$ cat config.mk
export PLATFORM = sky130hd
export DESIGN_NAME = two_wire_multi_master_serial
export DESIGN_NICKNAME = d
export VERILOG_FILES = /design/src/serial_ctrl_pkg.sv /design/src/two_wire_multi_master_serial.sv
export SDC_FILE = /design/constraint.sdc
export NUM_CORES = 1
export LEC_CHECK = 0
export BUFFER_PORTS_ARGS = -buffer_cell sky130_fd_sc_hd__buf_2
export CAP_MARGIN = 25
export CORE_UTILIZATION = 40
export DETAILED_ROUTE_END_ITERATION = 10
export HOLD_SLACK_MARGIN = 0.08
export MAX_ROUTING_LAYER = met4
export PLACE_DENSITY = 0.69
export SYNTH_ARGS = -nofsm -noshare
export SYNTH_HDL_FRONTEND = slang
export SYNTH_SLANG_ARGS = --single-unit
$ cat constraint.sdc
create_clock -name i_clk_sys -period 2.95 [get_ports i_clk_sys]
set_input_delay 0.1475 -clock i_clk_sys [delete_from_list [all_inputs] [get_ports i_clk_sys]]
set_output_delay 0.1475 -clock i_clk_sys [all_outputs]
set_load 0.01 [all_outputs]
$ cat src/serial_ctrl_pkg.sv
// constants and types shared by the two-wire serial bus controller
package serial_ctrl_pkg;

   // system clock rate and bus-free (stop to start) interval per speed mode
   localparam int unsigned CLK_HZ = 10_000_000;
   localparam int unsigned T_BUF_STD_NS = 4700;
   localparam int unsigned T_BUF_FAST_NS = 1300;
   localparam int unsigned BUF_STD_CYC = (T_BUF_STD_NS * (CLK_HZ / 1_000_000) + 999) / 1000;
   localparam int unsigned BUF_FAST_CYC = (T_BUF_FAST_NS * (CLK_HZ / 1_000_000) + 999) / 1000;
   localparam logic [7:0] BUF_STD_LEN = 8'(BUF_STD_CYC);
   localparam logic [7:0] BUF_FAST_LEN = 8'(BUF_FAST_CYC);

   // bit period in system clocks is the divider value plus this offset
   localparam int unsigned DIV_OFFSET = 4;

   // bit positions within a byte slot: 0..7 data, 8 acknowledge
   localparam logic [3:0] DATA_LAST = 4'h7;
   localparam logic [3:0] ACK_SLOT = 4'h8;

   // address patterns
   localparam logic [4:0] TEN_BIT_TAG = 5'h1E;
   localparam logic [7:0] GENERAL_CALL = 8'h00;

   // phases of a master slot
   localparam logic [1:0] PH_LOW0 = 2'h0;
   localparam logic [1:0] PH_RISE = 2'h2;
   localparam logic [1:0] PH_HIGH = 2'h3;

   typedef enum logic [1:0] {
      OP_START = 2'h0,
      OP_WRITE = 2'h1,
      OP_READ = 2'h2,
      OP_STOP = 2'h3
   } cmd_op_t;

   typedef enum logic [2:0] {
      M_IDLE = 3'h0,
      M_START = 3'h1,
      M_BIT = 3'h3,
      M_HOLD = 3'h2,
      M_STOP = 3'h6
   } m_state_t;

   typedef enum logic [2:0] {
      SL_IDLE = 3'h0,
      SL_ADDR = 3'h1,
      SL_ADDR2 = 3'h3,
      SL_RX = 3'h2,
      SL_TX = 3'h6
   } s_state_t;

   typedef enum logic [2:0] {
      ROLE_NONE = 3'h0,
      ROLE_MTX = 3'h1,
      ROLE_MRX = 3'h3,
      ROLE_STX = 3'h2,
      ROLE_SRX = 3'h6
   } role_t;

endpackage

$ cat src/two_wire_multi_master_serial.sv
// two-wire multi-master serial bus controller: master and slave engines
// What this block does
// - drive both lines only low or released
// - release both lines when nothing transfers
// - normal and fast speed modes by configuration
// - master or slave, transmitter or receiver roles
// - 7/10-bit own address plus general call
// - master starts, clocks and ends each transfer
// - one clock pulse per data bit
// - data changes only while clock low
// - start: data falls while clock high
// - stop: data rises while clock high
// - busy after start, free after interval
// - released one read low means collision
// - losing master stops driving data at once
// - clock follows wired-and of all masters
// - held-low clock stretches master timing
// - bit period from divider and fast select
// - serial byte transfers in both directions
// - line sampled many times per clock period
// - eight bits msb first plus ack slot
// - receiver holds data low for ack
// - address then direction bit after start
// - lost address arbitration leaves slave listening
`timescale 1ns/1ps
`default_nettype none

module two_wire_multi_master_serial #(
   parameter int unsigned DIV_W = 10
) (
   input wire logic i_clk_sys,
   input wire logic i_rst,
   input wire logic i_scl,
   output logic o_scl_o,
   output logic o_scl_oe,
   input wire logic i_sda,
   output logic o_sda_o,
   output logic o_sda_oe,
   input wire logic i_fast_mode,
   input wire logic [DIV_W-1:0] i_baud_divider_value,
   input wire logic [9:0] i_own_addr,
   input wire logic i_addr_10bit,
   input wire logic i_gc_enable,
   input wire logic i_cmd_valid,
   input wire serial_ctrl_pkg::cmd_op_t i_cmd_op,
   input wire logic [7:0] i_cmd_data,
   input wire logic i_cmd_last,
   output logic o_cmd_ready,
   output logic o_byte_done,
   output logic o_nack,
   output logic o_arb_lost,
   output logic o_bus_busy,
   output serial_ctrl_pkg::role_t o_role,
   input wire logic i_tx_valid,
   input wire logic [7:0] i_tx_data,
   output logic o_tx_ready,
   output logic o_dma_tx_req,
   output logic o_rx_valid,
   output logic [7:0] o_rx_data,
   input wire logic i_rx_ready,
   output logic o_dma_rx_req
);

   generate
      if (DIV_W < 3 || DIV_W > 16) begin : g_bad_div
         $error("divider width must be 3 to 16");
      end
   endgenerate

   logic [2:0] scl_sync, sda_sync;
   logic scl_f, sda_f, scl_d, sda_d;
   logic [7:0] free_cnt;
   logic free_run;
   serial_ctrl_pkg::m_state_t m_st;
   logic [1:0] m_ph;
   logic [DIV_W+1:0] m_cnt;
   logic [3:0] m_bit;
   logic [8:0] m_sh;
   logic [7:0] m_rx;
   logic m_tx, m_sda_low;
   serial_ctrl_pkg::s_state_t s_st;
   logic [3:0] s_bit;
   logic [7:0] s_sh, s_tsh;
   logic s_sda_low, s_wait, s_m10;
   logic t_valid;
   logic [7:0] t_data;

   // filtered line levels and bus conditions
   wire scl_rise = scl_f & ~scl_d;
   wire scl_fall = ~scl_f & scl_d;
   wire start_det = scl_f & scl_d & sda_d & ~sda_f;
   wire stop_det = scl_f & scl_d & ~sda_d & sda_f;

   // timing from divider; fast mode shortens high part
   wire [DIV_W:0] period = {1'b0, i_baud_divider_value} + (DIV_W+1)'(serial_ctrl_pkg::DIV_OFFSET);
   wire [DIV_W:0] q_len = i_fast_mode ? period / (DIV_W+1)'(3) : period >> 2;
   wire [DIV_W+1:0] high_len = i_fast_mode ? {1'b0, q_len} : {q_len, 1'b0};
   wire [7:0] buf_len = i_fast_mode ? serial_ctrl_pkg::BUF_FAST_LEN : serial_ctrl_pkg::BUF_STD_LEN;

   // master decode
   wire m_slot = m_st == serial_ctrl_pkg::M_START || m_st == serial_ctrl_pkg::M_BIT ||
      m_st == serial_ctrl_pkg::M_STOP;
   wire m_cnt_done = m_cnt == '0;
   wire m_high_end = m_slot && m_ph == serial_ctrl_pkg::PH_HIGH && (m_cnt_done || !scl_f);
   wire m_lose = m_st == serial_ctrl_pkg::M_BIT && m_ph == serial_ctrl_pkg::PH_RISE && scl_f &&
      m_tx && m_bit != serial_ctrl_pkg::ACK_SLOT && m_sh[8] && !sda_f;
   wire m_push = m_st == serial_ctrl_pkg::M_BIT && m_high_end &&
      m_bit == serial_ctrl_pkg::ACK_SLOT && !m_tx;
   wire m_scl_low = (m_slot && m_ph < serial_ctrl_pkg::PH_RISE) || m_st == serial_ctrl_pkg::M_HOLD;
   wire cmd_take = o_cmd_ready & i_cmd_valid;

   // slave decode
   wire s_gc = i_gc_enable && s_sh == serial_ctrl_pkg::GENERAL_CALL;
   wire s_hit7 = !i_addr_10bit && s_sh[7:1] == i_own_addr[6:0];
   wire s_hdr10 = i_addr_10bit && s_sh[7:3] == serial_ctrl_pkg::TEN_BIT_TAG && s_sh[2:1] == i_own_addr[9:8];
   wire s_act = (scl_fall | s_wait) && s_st != serial_ctrl_pkg::SL_IDLE;
   wire tx_take = o_tx_ready & i_tx_valid;

   // receive buffer decode
   wire rx_pop = o_rx_valid & i_rx_ready;
   wire rx_full = o_rx_valid & t_valid;
   wire s_push = s_act && s_st == serial_ctrl_pkg::SL_RX && s_bit == serial_ctrl_pkg::DATA_LAST && !rx_full;
   wire push = m_push | s_push;
   wire [7:0] push_byte = m_push ? m_rx : s_sh;
   wire next_rx_valid = (o_rx_valid & ~rx_pop) | t_valid | push;

   wire serial_ctrl_pkg::role_t next_role = m_st != serial_ctrl_pkg::M_IDLE ?
      (m_tx ? serial_ctrl_pkg::ROLE_MTX : serial_ctrl_pkg::ROLE_MRX) :
      s_st == serial_ctrl_pkg::SL_TX ? serial_ctrl_pkg::ROLE_STX :
      s_st == serial_ctrl_pkg::SL_RX ? serial_ctrl_pkg::ROLE_SRX : serial_ctrl_pkg::ROLE_NONE;

   // lines sampled every system clock, far above bit rate
   always_ff @(posedge i_clk_sys or posedge i_rst) begin
      if (i_rst) begin
         scl_sync <= 3'h7;
         sda_sync <= 3'h7;
         scl_f <= 1'b1;
         sda_f <= 1'b1;
         scl_d <= 1'b1;
         sda_d <= 1'b1;
      end else begin
         scl_sync <= {scl_sync[1:0], i_scl};
         sda_sync <= {sda_sync[1:0], i_sda};
         if (scl_sync[1] == scl_sync[2]) begin
            scl_f <= scl_sync[2];
         end
         if (sda_sync[1] == sda_sync[2]) begin
            sda_f <= sda_sync[2];
         end
         scl_d <= scl_f;
         sda_d <= sda_f;
      end
   end

   // busy on start, free after interval following stop
   always_ff @(posedge i_clk_sys or posedge i_rst) begin
      if (i_rst) begin
         o_bus_busy <= 1'b0;
         free_cnt <= 8'h00;
         free_run <= 1'b0;
      end else if (start_det) begin
         o_bus_busy <= 1'b1;
         free_run <= 1'b0;
      end else if (stop_det) begin
         free_run <= 1'b1;
         free_cnt <= buf_len;
      end else if (free_run) begin
         free_cnt <= free_cnt - 8'h01;
         if (free_cnt == 8'h00) begin
            o_bus_busy <= 1'b0;
            free_run <= 1'b0;
         end
      end
   end

   // master engine: each slot is low, low, rise-wait, high; a start from idle begins at rise-wait
   always_ff @(posedge i_clk_sys or posedge i_rst) begin
      if (i_rst) begin
         m_st <= serial_ctrl_pkg::M_IDLE;
         m_ph <= serial_ctrl_pkg::PH_LOW0;
         m_cnt <= '0;
         m_bit <= 4'h0;
         m_sh <= 9'h1FF;
         m_rx <= 8'h00;
         m_tx <= 1'b0;
         m_sda_low <= 1'b0;
         o_nack <= 1'b0;
         o_byte_done <= 1'b0;
         o_arb_lost <= 1'b0;
      end else begin
         o_byte_done <= 1'b0;
         o_arb_lost <= 1'b0;
         if (!m_slot) begin
            if (cmd_take && i_cmd_op == serial_ctrl_pkg::OP_STOP && m_st == serial_ctrl_pkg::M_HOLD) begin
               m_st <= serial_ctrl_pkg::M_STOP;
               m_ph <= serial_ctrl_pkg::PH_LOW0;
               m_cnt <= {1'b0, q_len};
            end else if (cmd_take && i_cmd_op == serial_ctrl_pkg::OP_START) begin
               // start then address byte with direction bit
               m_st <= serial_ctrl_pkg::M_START;
               m_ph <= m_st == serial_ctrl_pkg::M_IDLE ? serial_ctrl_pkg::PH_RISE : serial_ctrl_pkg::PH_LOW0;
               m_cnt <= {1'b0, q_len};
               m_sh <= {i_cmd_data, 1'b1};
               m_tx <= 1'b1;
            end else if (cmd_take && m_st == serial_ctrl_pkg::M_HOLD && i_cmd_op != serial_ctrl_pkg::OP_STOP) begin
               // byte plus ack slot, msb first
               m_st <= serial_ctrl_pkg::M_BIT;
               m_ph <= serial_ctrl_pkg::PH_LOW0;
               m_cnt <= {1'b0, q_len};
               m_bit <= 4'h0;
               m_tx <= i_cmd_op == serial_ctrl_pkg::OP_WRITE;
               m_sh <= i_cmd_op == serial_ctrl_pkg::OP_WRITE ? {i_cmd_data, 1'b1} : {8'hFF, i_cmd_last};
            end
         end else if (m_lose) begin
            // slave engine keeps decoding the winner's address
            m_st <= serial_ctrl_pkg::M_IDLE;
            m_sda_low <= 1'b0;
            o_arb_lost <= 1'b1;
         end else if (m_ph < serial_ctrl_pkg::PH_RISE) begin
            if (m_cnt_done) begin
               m_ph <= m_ph + 2'h1;
               m_cnt <= {1'b0, q_len};
               // data moves mid-low, never beside the clock edge
               if (m_ph == serial_ctrl_pkg::PH_LOW0) begin
                  m_sda_low <= m_st == serial_ctrl_pkg::M_BIT ? ~m_sh[8] : m_st == serial_ctrl_pkg::M_STOP;
               end
            end else begin
               m_cnt <= m_cnt - (DIV_W+2)'(1);
            end
         end else if (m_ph == serial_ctrl_pkg::PH_RISE) begin
            // wait until the wired clock really rises
            if (scl_f) begin
               m_ph <= serial_ctrl_pkg::PH_HIGH;
               m_cnt <= high_len;
               // start: pull data low while clock high
               // stop: release data while clock high
               if (m_st == serial_ctrl_pkg::M_START) begin
                  m_sda_low <= 1'b1;
               end else if (m_st == serial_ctrl_pkg::M_STOP) begin
                  m_sda_low <= 1'b0;
               end else if (m_bit != serial_ctrl_pkg::ACK_SLOT) begin
                  m_rx <= {m_rx[6:0], sda_f};
               end else if (m_tx) begin
                  o_nack <= sda_f;
               end
            end
         end else if (m_high_end) begin
            // one clock pulse ends each slot
            m_ph <= serial_ctrl_pkg::PH_LOW0;
            m_cnt <= {1'b0, q_len};
            if (m_st == serial_ctrl_pkg::M_START) begin
               m_st <= serial_ctrl_pkg::M_BIT;
               m_bit <= 4'h0;
            end else if (m_st == serial_ctrl_pkg::M_STOP) begin
               m_st <= serial_ctrl_pkg::M_IDLE;
            end else begin
               m_sh <= {m_sh[7:0], 1'b1};
               m_bit <= m_bit + 4'h1;
               if (m_bit == serial_ctrl_pkg::ACK_SLOT) begin
                  m_st <= serial_ctrl_pkg::M_HOLD;
                  o_byte_done <= 1'b1;
               end
            end
         end else begin
            m_cnt <= m_cnt - (DIV_W+2)'(1);
         end
      end
   end

   // slave engine: sample on clock rise, drive after clock fall
   always_ff @(posedge i_clk_sys or posedge i_rst) begin
      if (i_rst) begin
         s_st <= serial_ctrl_pkg::SL_IDLE;
         s_bit <= 4'h0;
         s_sh <= 8'h00;
         s_tsh <= 8'h00;
         s_sda_low <= 1'b0;
         s_wait <= 1'b0;
         s_m10 <= 1'b0;
         o_tx_ready <= 1'b0;
         o_dma_tx_req <= 1'b0;
      end else if (start_det || stop_det) begin
         s_st <= start_det ? serial_ctrl_pkg::SL_ADDR : serial_ctrl_pkg::SL_IDLE;
         s_bit <= start_det ? serial_ctrl_pkg::ACK_SLOT : 4'h0;
         s_sda_low <= 1'b0;
         s_wait <= 1'b0;
         s_m10 <= s_m10 & start_det;
         o_tx_ready <= 1'b0;
         o_dma_tx_req <= 1'b0;
      end else begin
         if (scl_rise && s_st != serial_ctrl_pkg::SL_IDLE) begin
            if (s_bit != serial_ctrl_pkg::ACK_SLOT) begin
               s_sh <= {s_sh[6:0], sda_f};
            end else if (s_st == serial_ctrl_pkg::SL_TX && sda_f) begin
               s_st <= serial_ctrl_pkg::SL_IDLE;
            end
         end
         if (s_act && s_bit == serial_ctrl_pkg::DATA_LAST) begin
            s_bit <= serial_ctrl_pkg::ACK_SLOT;
            s_sda_low <= 1'b1;
            // own 7-bit, 10-bit header/low byte, general call
            case (s_st)
               serial_ctrl_pkg::SL_ADDR: begin
                  if (s_gc || s_hit7) begin
                     s_st <= s_sh[0] && !s_gc ? serial_ctrl_pkg::SL_TX : serial_ctrl_pkg::SL_RX;
                  end else if (s_hdr10 && (!s_sh[0] || s_m10)) begin
                     s_st <= s_sh[0] ? serial_ctrl_pkg::SL_TX : serial_ctrl_pkg::SL_ADDR2;
                  end else begin
                     s_st <= serial_ctrl_pkg::SL_IDLE;
                     s_sda_low <= 1'b0;
                  end
               end
               serial_ctrl_pkg::SL_ADDR2: begin
                  s_m10 <= s_sh == i_own_addr[7:0];
                  s_st <= s_sh == i_own_addr[7:0] ? serial_ctrl_pkg::SL_RX : serial_ctrl_pkg::SL_IDLE;
                  s_sda_low <= s_sh == i_own_addr[7:0];
               end
               serial_ctrl_pkg::SL_RX: begin
                  // ack only once the byte has a place; stretch till then
                  s_wait <= rx_full;
                  s_sda_low <= !rx_full;
                  s_bit <= rx_full ? s_bit : serial_ctrl_pkg::ACK_SLOT;
               end
               default: begin
                  s_sda_low <= 1'b0;
               end
            endcase
         end else if (s_act && s_bit == serial_ctrl_pkg::ACK_SLOT) begin
            if (s_st != serial_ctrl_pkg::SL_TX) begin
               s_sda_low <= 1'b0;
               s_bit <= 4'h0;
            end else if (tx_take) begin
               // byte handed over by the dma channel or software
               s_tsh <= {i_tx_data[6:0], 1'b0};
               s_sda_low <= ~i_tx_data[7];
               s_bit <= 4'h0;
               s_wait <= 1'b0;
               o_tx_ready <= 1'b0;
               o_dma_tx_req <= 1'b0;
            end else begin
               s_wait <= 1'b1;
               o_tx_ready <= 1'b1;
               o_dma_tx_req <= 1'b1;
            end
         end else if (s_act) begin
            s_bit <= s_bit + 4'h1;
            if (s_st == serial_ctrl_pkg::SL_TX) begin
               s_sda_low <= ~s_tsh[7];
               s_tsh <= {s_tsh[6:0], 1'b0};
            end
         end
      end
   end

   // two-entry receive buffer, so a late reader loses no byte
   always_ff @(posedge i_clk_sys or posedge i_rst) begin
      if (i_rst) begin
         o_rx_valid <= 1'b0;
         o_rx_data <= 8'h00;
         o_dma_rx_req <= 1'b0;
         t_valid <= 1'b0;
         t_data <= 8'h00;
      end else begin
         o_rx_valid <= next_rx_valid;
         o_dma_rx_req <= next_rx_valid;
         if (!o_rx_valid || rx_pop) begin
            o_rx_data <= t_valid ? t_data : (push ? push_byte : o_rx_data);
            t_valid <= t_valid & push;
            t_data <= push ? push_byte : t_data;
         end else if (push) begin
            t_valid <= 1'b1;
            t_data <= push_byte;
         end
      end
   end

   // pin drivers and reported state
   always_ff @(posedge i_clk_sys or posedge i_rst) begin
      if (i_rst) begin
         o_scl_o <= 1'b0;
         o_sda_o <= 1'b0;
         o_scl_oe <= 1'b0;
         o_sda_oe <= 1'b0;
         o_cmd_ready <= 1'b0;
         o_role <= serial_ctrl_pkg::ROLE_NONE;
      end else begin
         // open drain: only pull low, else release
         o_scl_o <= 1'b0;
         o_sda_o <= 1'b0;
         o_scl_oe <= m_scl_low | s_wait;
         o_sda_oe <= m_sda_low | s_sda_low;
         // ready one cycle late; a start from idle waits for a free bus
         o_cmd_ready <= ~cmd_take & ((m_st == serial_ctrl_pkg::M_IDLE & ~o_bus_busy & ~start_det) |
            (m_st == serial_ctrl_pkg::M_HOLD & ~rx_full));
         o_role <= next_role;
      end
   end
endmodule // two_wire_multi_master_serial

`default_nettype wire

==> impl_metrics.yaml, run 1 <==
clock_network:
  cts_num_sinks: 113
  cts.path.max_buffers: 2
  cts-htree-levels: 4
  cts-root-buf: "clkbuf_16"
  numCtsBuffers: 17
  clock_latency_ps: 420
  cts_tree: "built"
  clk_pin_slew_ps: 50
die:
  die_h_um: 141
  core_um2: 18800
  io_pins: 73
  dieArea_um2: 19800
  rows: 50
  initial_core_util_pct: 40.9
  die_w_um: 141
place:
  io_buffers: 70
  gp_congestion: 0.941
  dpl_worst_slack_ps: -241
  place_hpwl_mm: 14.9
yosys:
  synthAdderAreaFrac_pct: 2.67
  ys_ff_latch: 113
  netlist_area_um2: 7680
  synth.area.mux_share_pct: 6.94
  synth-compound-area-share_pct: 21.7
  synthTopCellsByArea: "dfrtp_1 (31%), dfstp_2 (6.5%), o21ai_0 (5.4%), nand2_1 (5.2%), a21oi_1 (5.0%)"
  synthDistinctLibCells: 89
  ys.warnings.count: 0
  avgSynthCellArea_um2: 8.55
  synth_top_family_by_area: "compound AO/OA/AOI/OAI gates"
  synth_cells: 898
  synth_area_leader_cell: "dfrtp_1"
  synth_seq_area_share_pct: 37.1
  synth-xor-area-share_pct: 5.12
  async_flop_share_pct: 100
  synth-simple-area-share_pct: 21.7
  synth_top_flop_cell: "dfrtp_1"
  yosysTopAreaCellShare_pct: 30.6
  synth_edf_count: 0
setup_path:
  rr_startpoint: "m_cnt[4]"
  worstPathMaxFanout: 8
  crit_path_max_incr_delay_ps: 550
  crit_chain: "or4_4 > nor4_4 > nor3b_4 > nand3b_4 > nand2_4 > nand3_4 > or3_4 > buf_8 > nand2_8 > nor2_4 > nor2_8 > mux2_4"
  criticalPathCategory: "reg2reg"
  crit_slowest_cell: "or4_4"
  cp-end-kind: "flip-flop"
  worstSetupStartpoint: "m_cnt[4]"
  arrival_ps: 3290
  path_buf_inv: 1
  crit_family: "simple AND/OR/NAND/NOR gates"
  required_ps: 3240
  start_kind: "flip-flop"
detailed_routing:
  vias: 7282
  drc: 0
  antenna_left: 0
  drtPass1Iterations: 5
  wl_per_cell_um: 15.8
  drt-total-wl_mm: 20.5
  initialDrtViolationCount: 523
  avgViaCountPerCell: 5.62
grt:
  antenna_found_initial: 0
  grt_max_degree: 67
  overflow: 0
  grt_first_pass_wirelength_mm: 33.6
  track_usage_pct: 21.8
  grt_pass1_vias: 6652
final_layout:
  n_fill_cell: 1758
  final_common_cell: "nand2_1"
  layout_common_cells: "nand2_1 (106), buf_4 (96), dfrtp_1 (94), o21ai_0 (78), nor2_1 (73)"
  antenna_cells: 0
  area_growth_syn_to_layout_pct: 27.3
  layout.nets: 1112
  drive_gt1_share_pct: 27.3
sta:
  max_freq_ghz: 0.334
  hold_ws_ps: 148
  finalMaxSlewViolations: 0
  rsz0062_at_grt: "yes"
  setup_viol: 8
  setup_ws_ps: -41.8
  post-route-min-period_ps: 2990
  fin_worst_skew_ps: 9.77
  period_share_pct: 101
  worst_pin_slew_ps: 705
  slew_headroom_pct: 53.0
  hold_viol: 0
job:
  drv_cap: 0
power_and_ir_drop:
  ir_drop_uv: 521
  finalPower_w: 0.00751
  power_density_nw_per_um2: 769
  p_leak_nw: 4.37
outcome:
  status: "finished with violations"
  violations: "setup timing"
min_path:
  hp-start: "i_cmd_valid"
  hold_path_class: "in2reg"
## cell type report
| class | count | area [um^2] | share of cell area [%] |
|---|---|---|---|
| well taps | 234 | 293 | 3.00 |
| flip-flops and latches | 113 | 2850 | 29.2 |
| inverters | 23 | 90.1 | 0.922 |
| repair buffers | 193 | 1360 | 14.0 |
| clock buffers | 28 | 527 | 5.39 |
| multi-input cells | 701 | 4600 | 47.0 |
| clock inverters | 4 | 51.3 | 0.525 |
## synthesized netlist by cell type (14+ instances only)
library cell / instances
nor3_1: 21
o21ai_0: 83
mux2_2: 18
clkbuf_1: 44
o22ai_1: 15
dfrtp_1: 94
nand3_1: 20
a21oi_1: 76
dfstp_2: 19
xor2_1: 22
nor2_1: 74
ha_1: 14
xnor2_1: 21
mux2i_1: 21
inv_1: 22
nand2_1: 107
## logic make-up after synthesis
group,after synthesis
buffers and inverters,85
AOI/OAI and AO/OA,269
xor gates and xnor gates,44
adders and majority gates,17
muxes,47
other,1
DFF,113
and+or+nand+nor,322
## flip-flops by register name, summed over array words and instances, names as in the netlist, 4 cells and up
name and flops:
free_cnt 8, m_bit 4, m_cnt 12, m_rx 8, m_sh 9, o_rx_data 8
s_bit 4, s_sh 8, s_tsh 7, t_data 8
## where the power goes
part / switching [W] / internal [W] / leakage (nW) / total (W)
clock network: 0.000687 / 0.00129 / 0.281 / 0.00198
logic: 0.00170 / 0.00138 / 2.66 / 0.00308
registers: 0.000449 / 0.00200 / 1.43 / 0.00245
total: 0.00284 / 0.00467 / 4.37 / 0.00751
## routing by layer
layer | vias to the layer above | share of wire (%) | GRT usage (%)
li1 | 3563 | - | -
met1 | 3454 | 47 | 29.5
met2 | 237 | 46 | 33.4
met3 | 28 | 5.6 | 4.27
met4 | 0 | 1.3 | 5.84
met5 | - | 0 | -
## tightest hold or removal path, stage by stage
cell and delay [ps]:
buf_2 110, and2_1 200, nor2_1 60
## metrics by stage
stage	TNS [ps]	instances	util, %	instance area [um^2]
after floorplan	-519	899	-	7710
after global placement	-735	1239	47.1	8840
after detailed placement	-1040	1239	47.1	8840
after CTS	-625	1295	51.6	9680
after global routing	-1300	1296	52.1	9770
final	-180	1296	52.1	9770
## worst paths after layout
path | end | slack [ps] | depth (start not counted)
min in group asynchronous | m_bit[0] | 280 | 3
min reg2reg | sda_sync[1] | 360 | 0
min | o_cmd_ready | 150 | 3
max | o_rx_data[1] | -40 | 12
max reg2reg | o_rx_data[1] | -40 | 12
max in group asynchronous | scl_d | 1970 | 4
## repair_timing
item	4_1_cts	5_1_grt
hold endpoints to repair	61	0
setup buffers	2	3
pin swaps	3	11
resized for setup	9	22
setup endpoints to repair	10	15
hold buffers	21	0
gates cloned	1	0
No activity file was read; power rests on OpenSTA's default activity.
==> run 2: changes to the inputs <==
- ABC_AREA: default -> 1
==> run 2 against run 1 <==
  * The flow now finishes without violations
  * Flip-flop and latch count is the same
  * Clock skew up 11 ps
  * Routed wire length decreased by 13%
  * Clock power is essentially flat
  * Via count decreased by 6.4%
  * Register-to-register slack improved by 180 ps
  * Synthesized cell count up 5.0%
  * Critical endpoint is now m_cnt[0]
  * Largest cell class unchanged
==> impl_metrics.yaml, run 2 <==
outcome:
  status: "finished, final reports clean"
yosys:
  netlist_area_um2: 6940
  synthDistinctLibCells: 55
  synth_area_leader_cell: "dfrtp_1"
  yosys-top-cells-count: "nand2_1 (205), inv_1 (125), o21ai_0 (102), dfrtp_1 (94), nor2_1 (91)"
  ys.warnings.count: 0
  yosysMostFrequentCell: "nand2_1"
  synth_seq_area_share_pct: 41.1
  synth_edf_count: 0
  synth_top_flop_cell: "dfrtp_1"
  ys_ff_latch: 113
  async_flop_share_pct: 100
  yosysTopAreaCellShare_pct: 33.9
  synthTopCellsByArea: "dfrtp_1 (34%), nand2_1 (11%), o21ai_0 (7.4%), dfstp_2 (7.2%), inv_1 (6.8%)"
  avgSynthCellArea_um2: 7.36
  synth_cells: 943
power_and_ir_drop:
  seqPwrFrac_pct: 32.2
  p_int_w: 0.00447
  ir_drop_uv: 543
  clkPwrFrac_pct: 27.0
  power_density_nw_per_um2: 833
  power.share.switching_pct: 40.1
  switchingPower_w: 0.00300
  p_leak_nw: 4.34
  finalPower_w: 0.00746
  combPwrFrac_pct: 40.9
final_layout:
  antenna_cells: 0
  n_fill_cell: 1602
  final-seq-area_um2: 2850
  layout_common_cells: "nand2_1 (191), inv_1 (123), o21ai_0 (101), dfrtp_1 (94), nor2_1 (89)"
  multi_input_area_um2: 3680
  top_regs: "m_cnt x12, m_sh x9"
  regMostFlops: "m_cnt"
  layout.nets: 1155
  largest_reg_flops: 12
  final_common_cell: "nand2_1"
  drive_gt1_share_pct: 23.3
  area_growth_syn_to_layout_pct: 29.1
setup_path:
  criticalPathCategory: "in2reg"
  crit_path_max_incr_delay_ps: 210
  ff2ff_path_depth: 11
  required_ps: 3250
  crit_slowest_cell: "ha_4"
  path_buf_inv: 3
  rr_startpoint: "m_st[0]"
  r2r-end: "m_rx[5]"
  crit_top_cell: "nand2_2"
  ff2ff_setup_slack_ps: 140
  worstPathMaxFanout: 4
  start_kind: "input port"
  crit_family: "simple AND/OR/NAND/NOR gates"
  cp-end-kind: "flip-flop"
  arrival_ps: 3210
min_path:
  holdPathEnd: "m_sh[5]"
  hold_path_class: "in2reg"
  hp-start: "i_cmd_data[4]"
  hold_depth: 3
detailed_routing:
  wl_per_cell_um: 13.5
  antenna_left: 0
  vias: 6816
  avgViaCountPerCell: 5.14
  drt-total-wl_mm: 17.9
  drc: 0
  drtPass1Iterations: 5
  initialDrtViolationCount: 386
sta:
  setup_ws_ps: 34.6
  fin_worst_skew_ps: 21.0
  period_share_pct: 98.8
  hold_ws_ps: 74.7
  max_freq_ghz: 0.343
  finalMaxSlewViolations: 0
  slew_headroom_pct: 55.5
  hold_viol: 0
  setup_viol: 0
  worst_pin_slew_ps: 665
  finalSetupTns_ps: 0
  rsz0062_at_grt: "yes"
  post-route-min-period_ps: 2920
grt:
  antenna_found_initial: 0
  met1_usage_pct: 28.3
  grt_pass1_vias: 6483
  track_usage_pct: 21.2
  grt_max_degree: 114
  overflow: 0
  grt_util_met2_pct: 32.8
  grt_busiest_layer: "met2"
  use_met3_pct: 3.69
  grt_first_pass_wirelength_mm: 29.8
die:
  core_um2: 16800
  rows: 47
  io_pins: 73
  dieArea_um2: 17900
  initial_core_util_pct: 41.4
  die_h_um: 134
  die_w_um: 134
clock_network:
  cts-htree-levels: 4
  numCtsBuffers: 17
  cts_num_sinks: 113
  cts.path.max_buffers: 2
  cts_tree: "built"
  clock_latency_ps: 430
  cts-root-buf: "clkbuf_16"
  clk_pin_slew_ps: 60
place:
  gp_congestion: 0.903
  io_buffers: 70
  dpl_worst_slack_ps: -445
  place_hpwl_mm: 12.8
job:
  drv_cap: 0
==> run 2: layout make-up <==
class | instances | area share [%]
Multi-Input combinational cell | 676 | 41.0
Clock inverter | 14 | 1.56
Sequential cell | 113 | 31.8
Tap cell | 220 | 3.07
Timing Repair Buffer | 154 | 12.1
Clock buffer | 18 | 4.90
Inverter | 130 | 5.52
==> run 2: what timing repair did <==
item	in CTS	in global routing
setup buffers	0	7
hold buffers	20	0
hold endpoints to repair	114	0
setup endpoints to repair	0	14
gates resized for setup	0	54
==> run 2: worst max-delay path by stage <==
stage                       startpoint        to  slack, ps  cells past startpoint
2_1_floorplan  i_baud_divider_value[2]  m_cnt[0]          7                     30
3_3_place_gp   i_baud_divider_value[2]  m_cnt[0]       -260                     31
3_5_place_dp   i_baud_divider_value[2]  m_cnt[0]       -440                     29
4_1_cts        i_baud_divider_value[2]  m_cnt[0]          4                     31
5_1_grt        i_baud_divider_value[3]  m_cnt[0]       -240                     32
6_report       i_baud_divider_value[3]  m_cnt[0]         30                     30
==> run 2: power groups by stage <==
stage	registers [W]	clock network [W]	logic (W)
finish	0.00240	0.00201	0.00305
global route	0.00247	0.00211	0.00347
CTS	0.00240	0.00205	0.00294
detailed placement	0.00241	0	0.00290
global placement	0.00241	0	0.00284
floorplan	0.00234	0	0.00210
==> run 2: logic make-up (layout without fill, tap and decap cells) <==
| group | count (synthesis) | count (layout) | synth area share, % |
|---|---|---|---|
| and+or+nand+nor | 416 | 416 | 26.2 |
| buffers and inverters | 155 | 316 | 9.04 |
| AOI/OAI and AO/OA | 225 | 225 | 18.6 |
| muxes | 2 | 2 | 0.307 |
| xor gates and xnor gates | 15 | 15 | 1.89 |
| adders and majority gates | 16 | 16 | 2.81 |
| DFF | 113 | 113 | 41.1 |
| other | 1 | 2 | 0.0541 |
==> run 2: per-stage QoR <==
| stage | util, % | area, um^2 | cells |
|---|---|---|---|
| 2_1_floorplan | - | 6950 | 944 |
| 3_3_place_gp | 47.2 | 7910 | 1266 |
| 3_5_place_dp | 47.2 | 7910 | 1266 |
| 4_1_cts | 51.8 | 8690 | 1318 |
| 5_1_grt | 53.5 | 8960 | 1325 |
| 6_report | 53.5 | 8960 | 1325 |
==> run 2: tightest hold or removal path, cell delays in order <==
cell and delay, ps:
buf_2 90, o21ai_0 170, a31oi_1 90
==> run 2: metal layers <==
layer	wire length, um	share of wire (%)	vias to the layer above
met5	0	0	-
met4	227	1.3	0
met3	715	4.0	23
met2	8350	47	158
met1	8630	48	3197
li1	-	-	3438
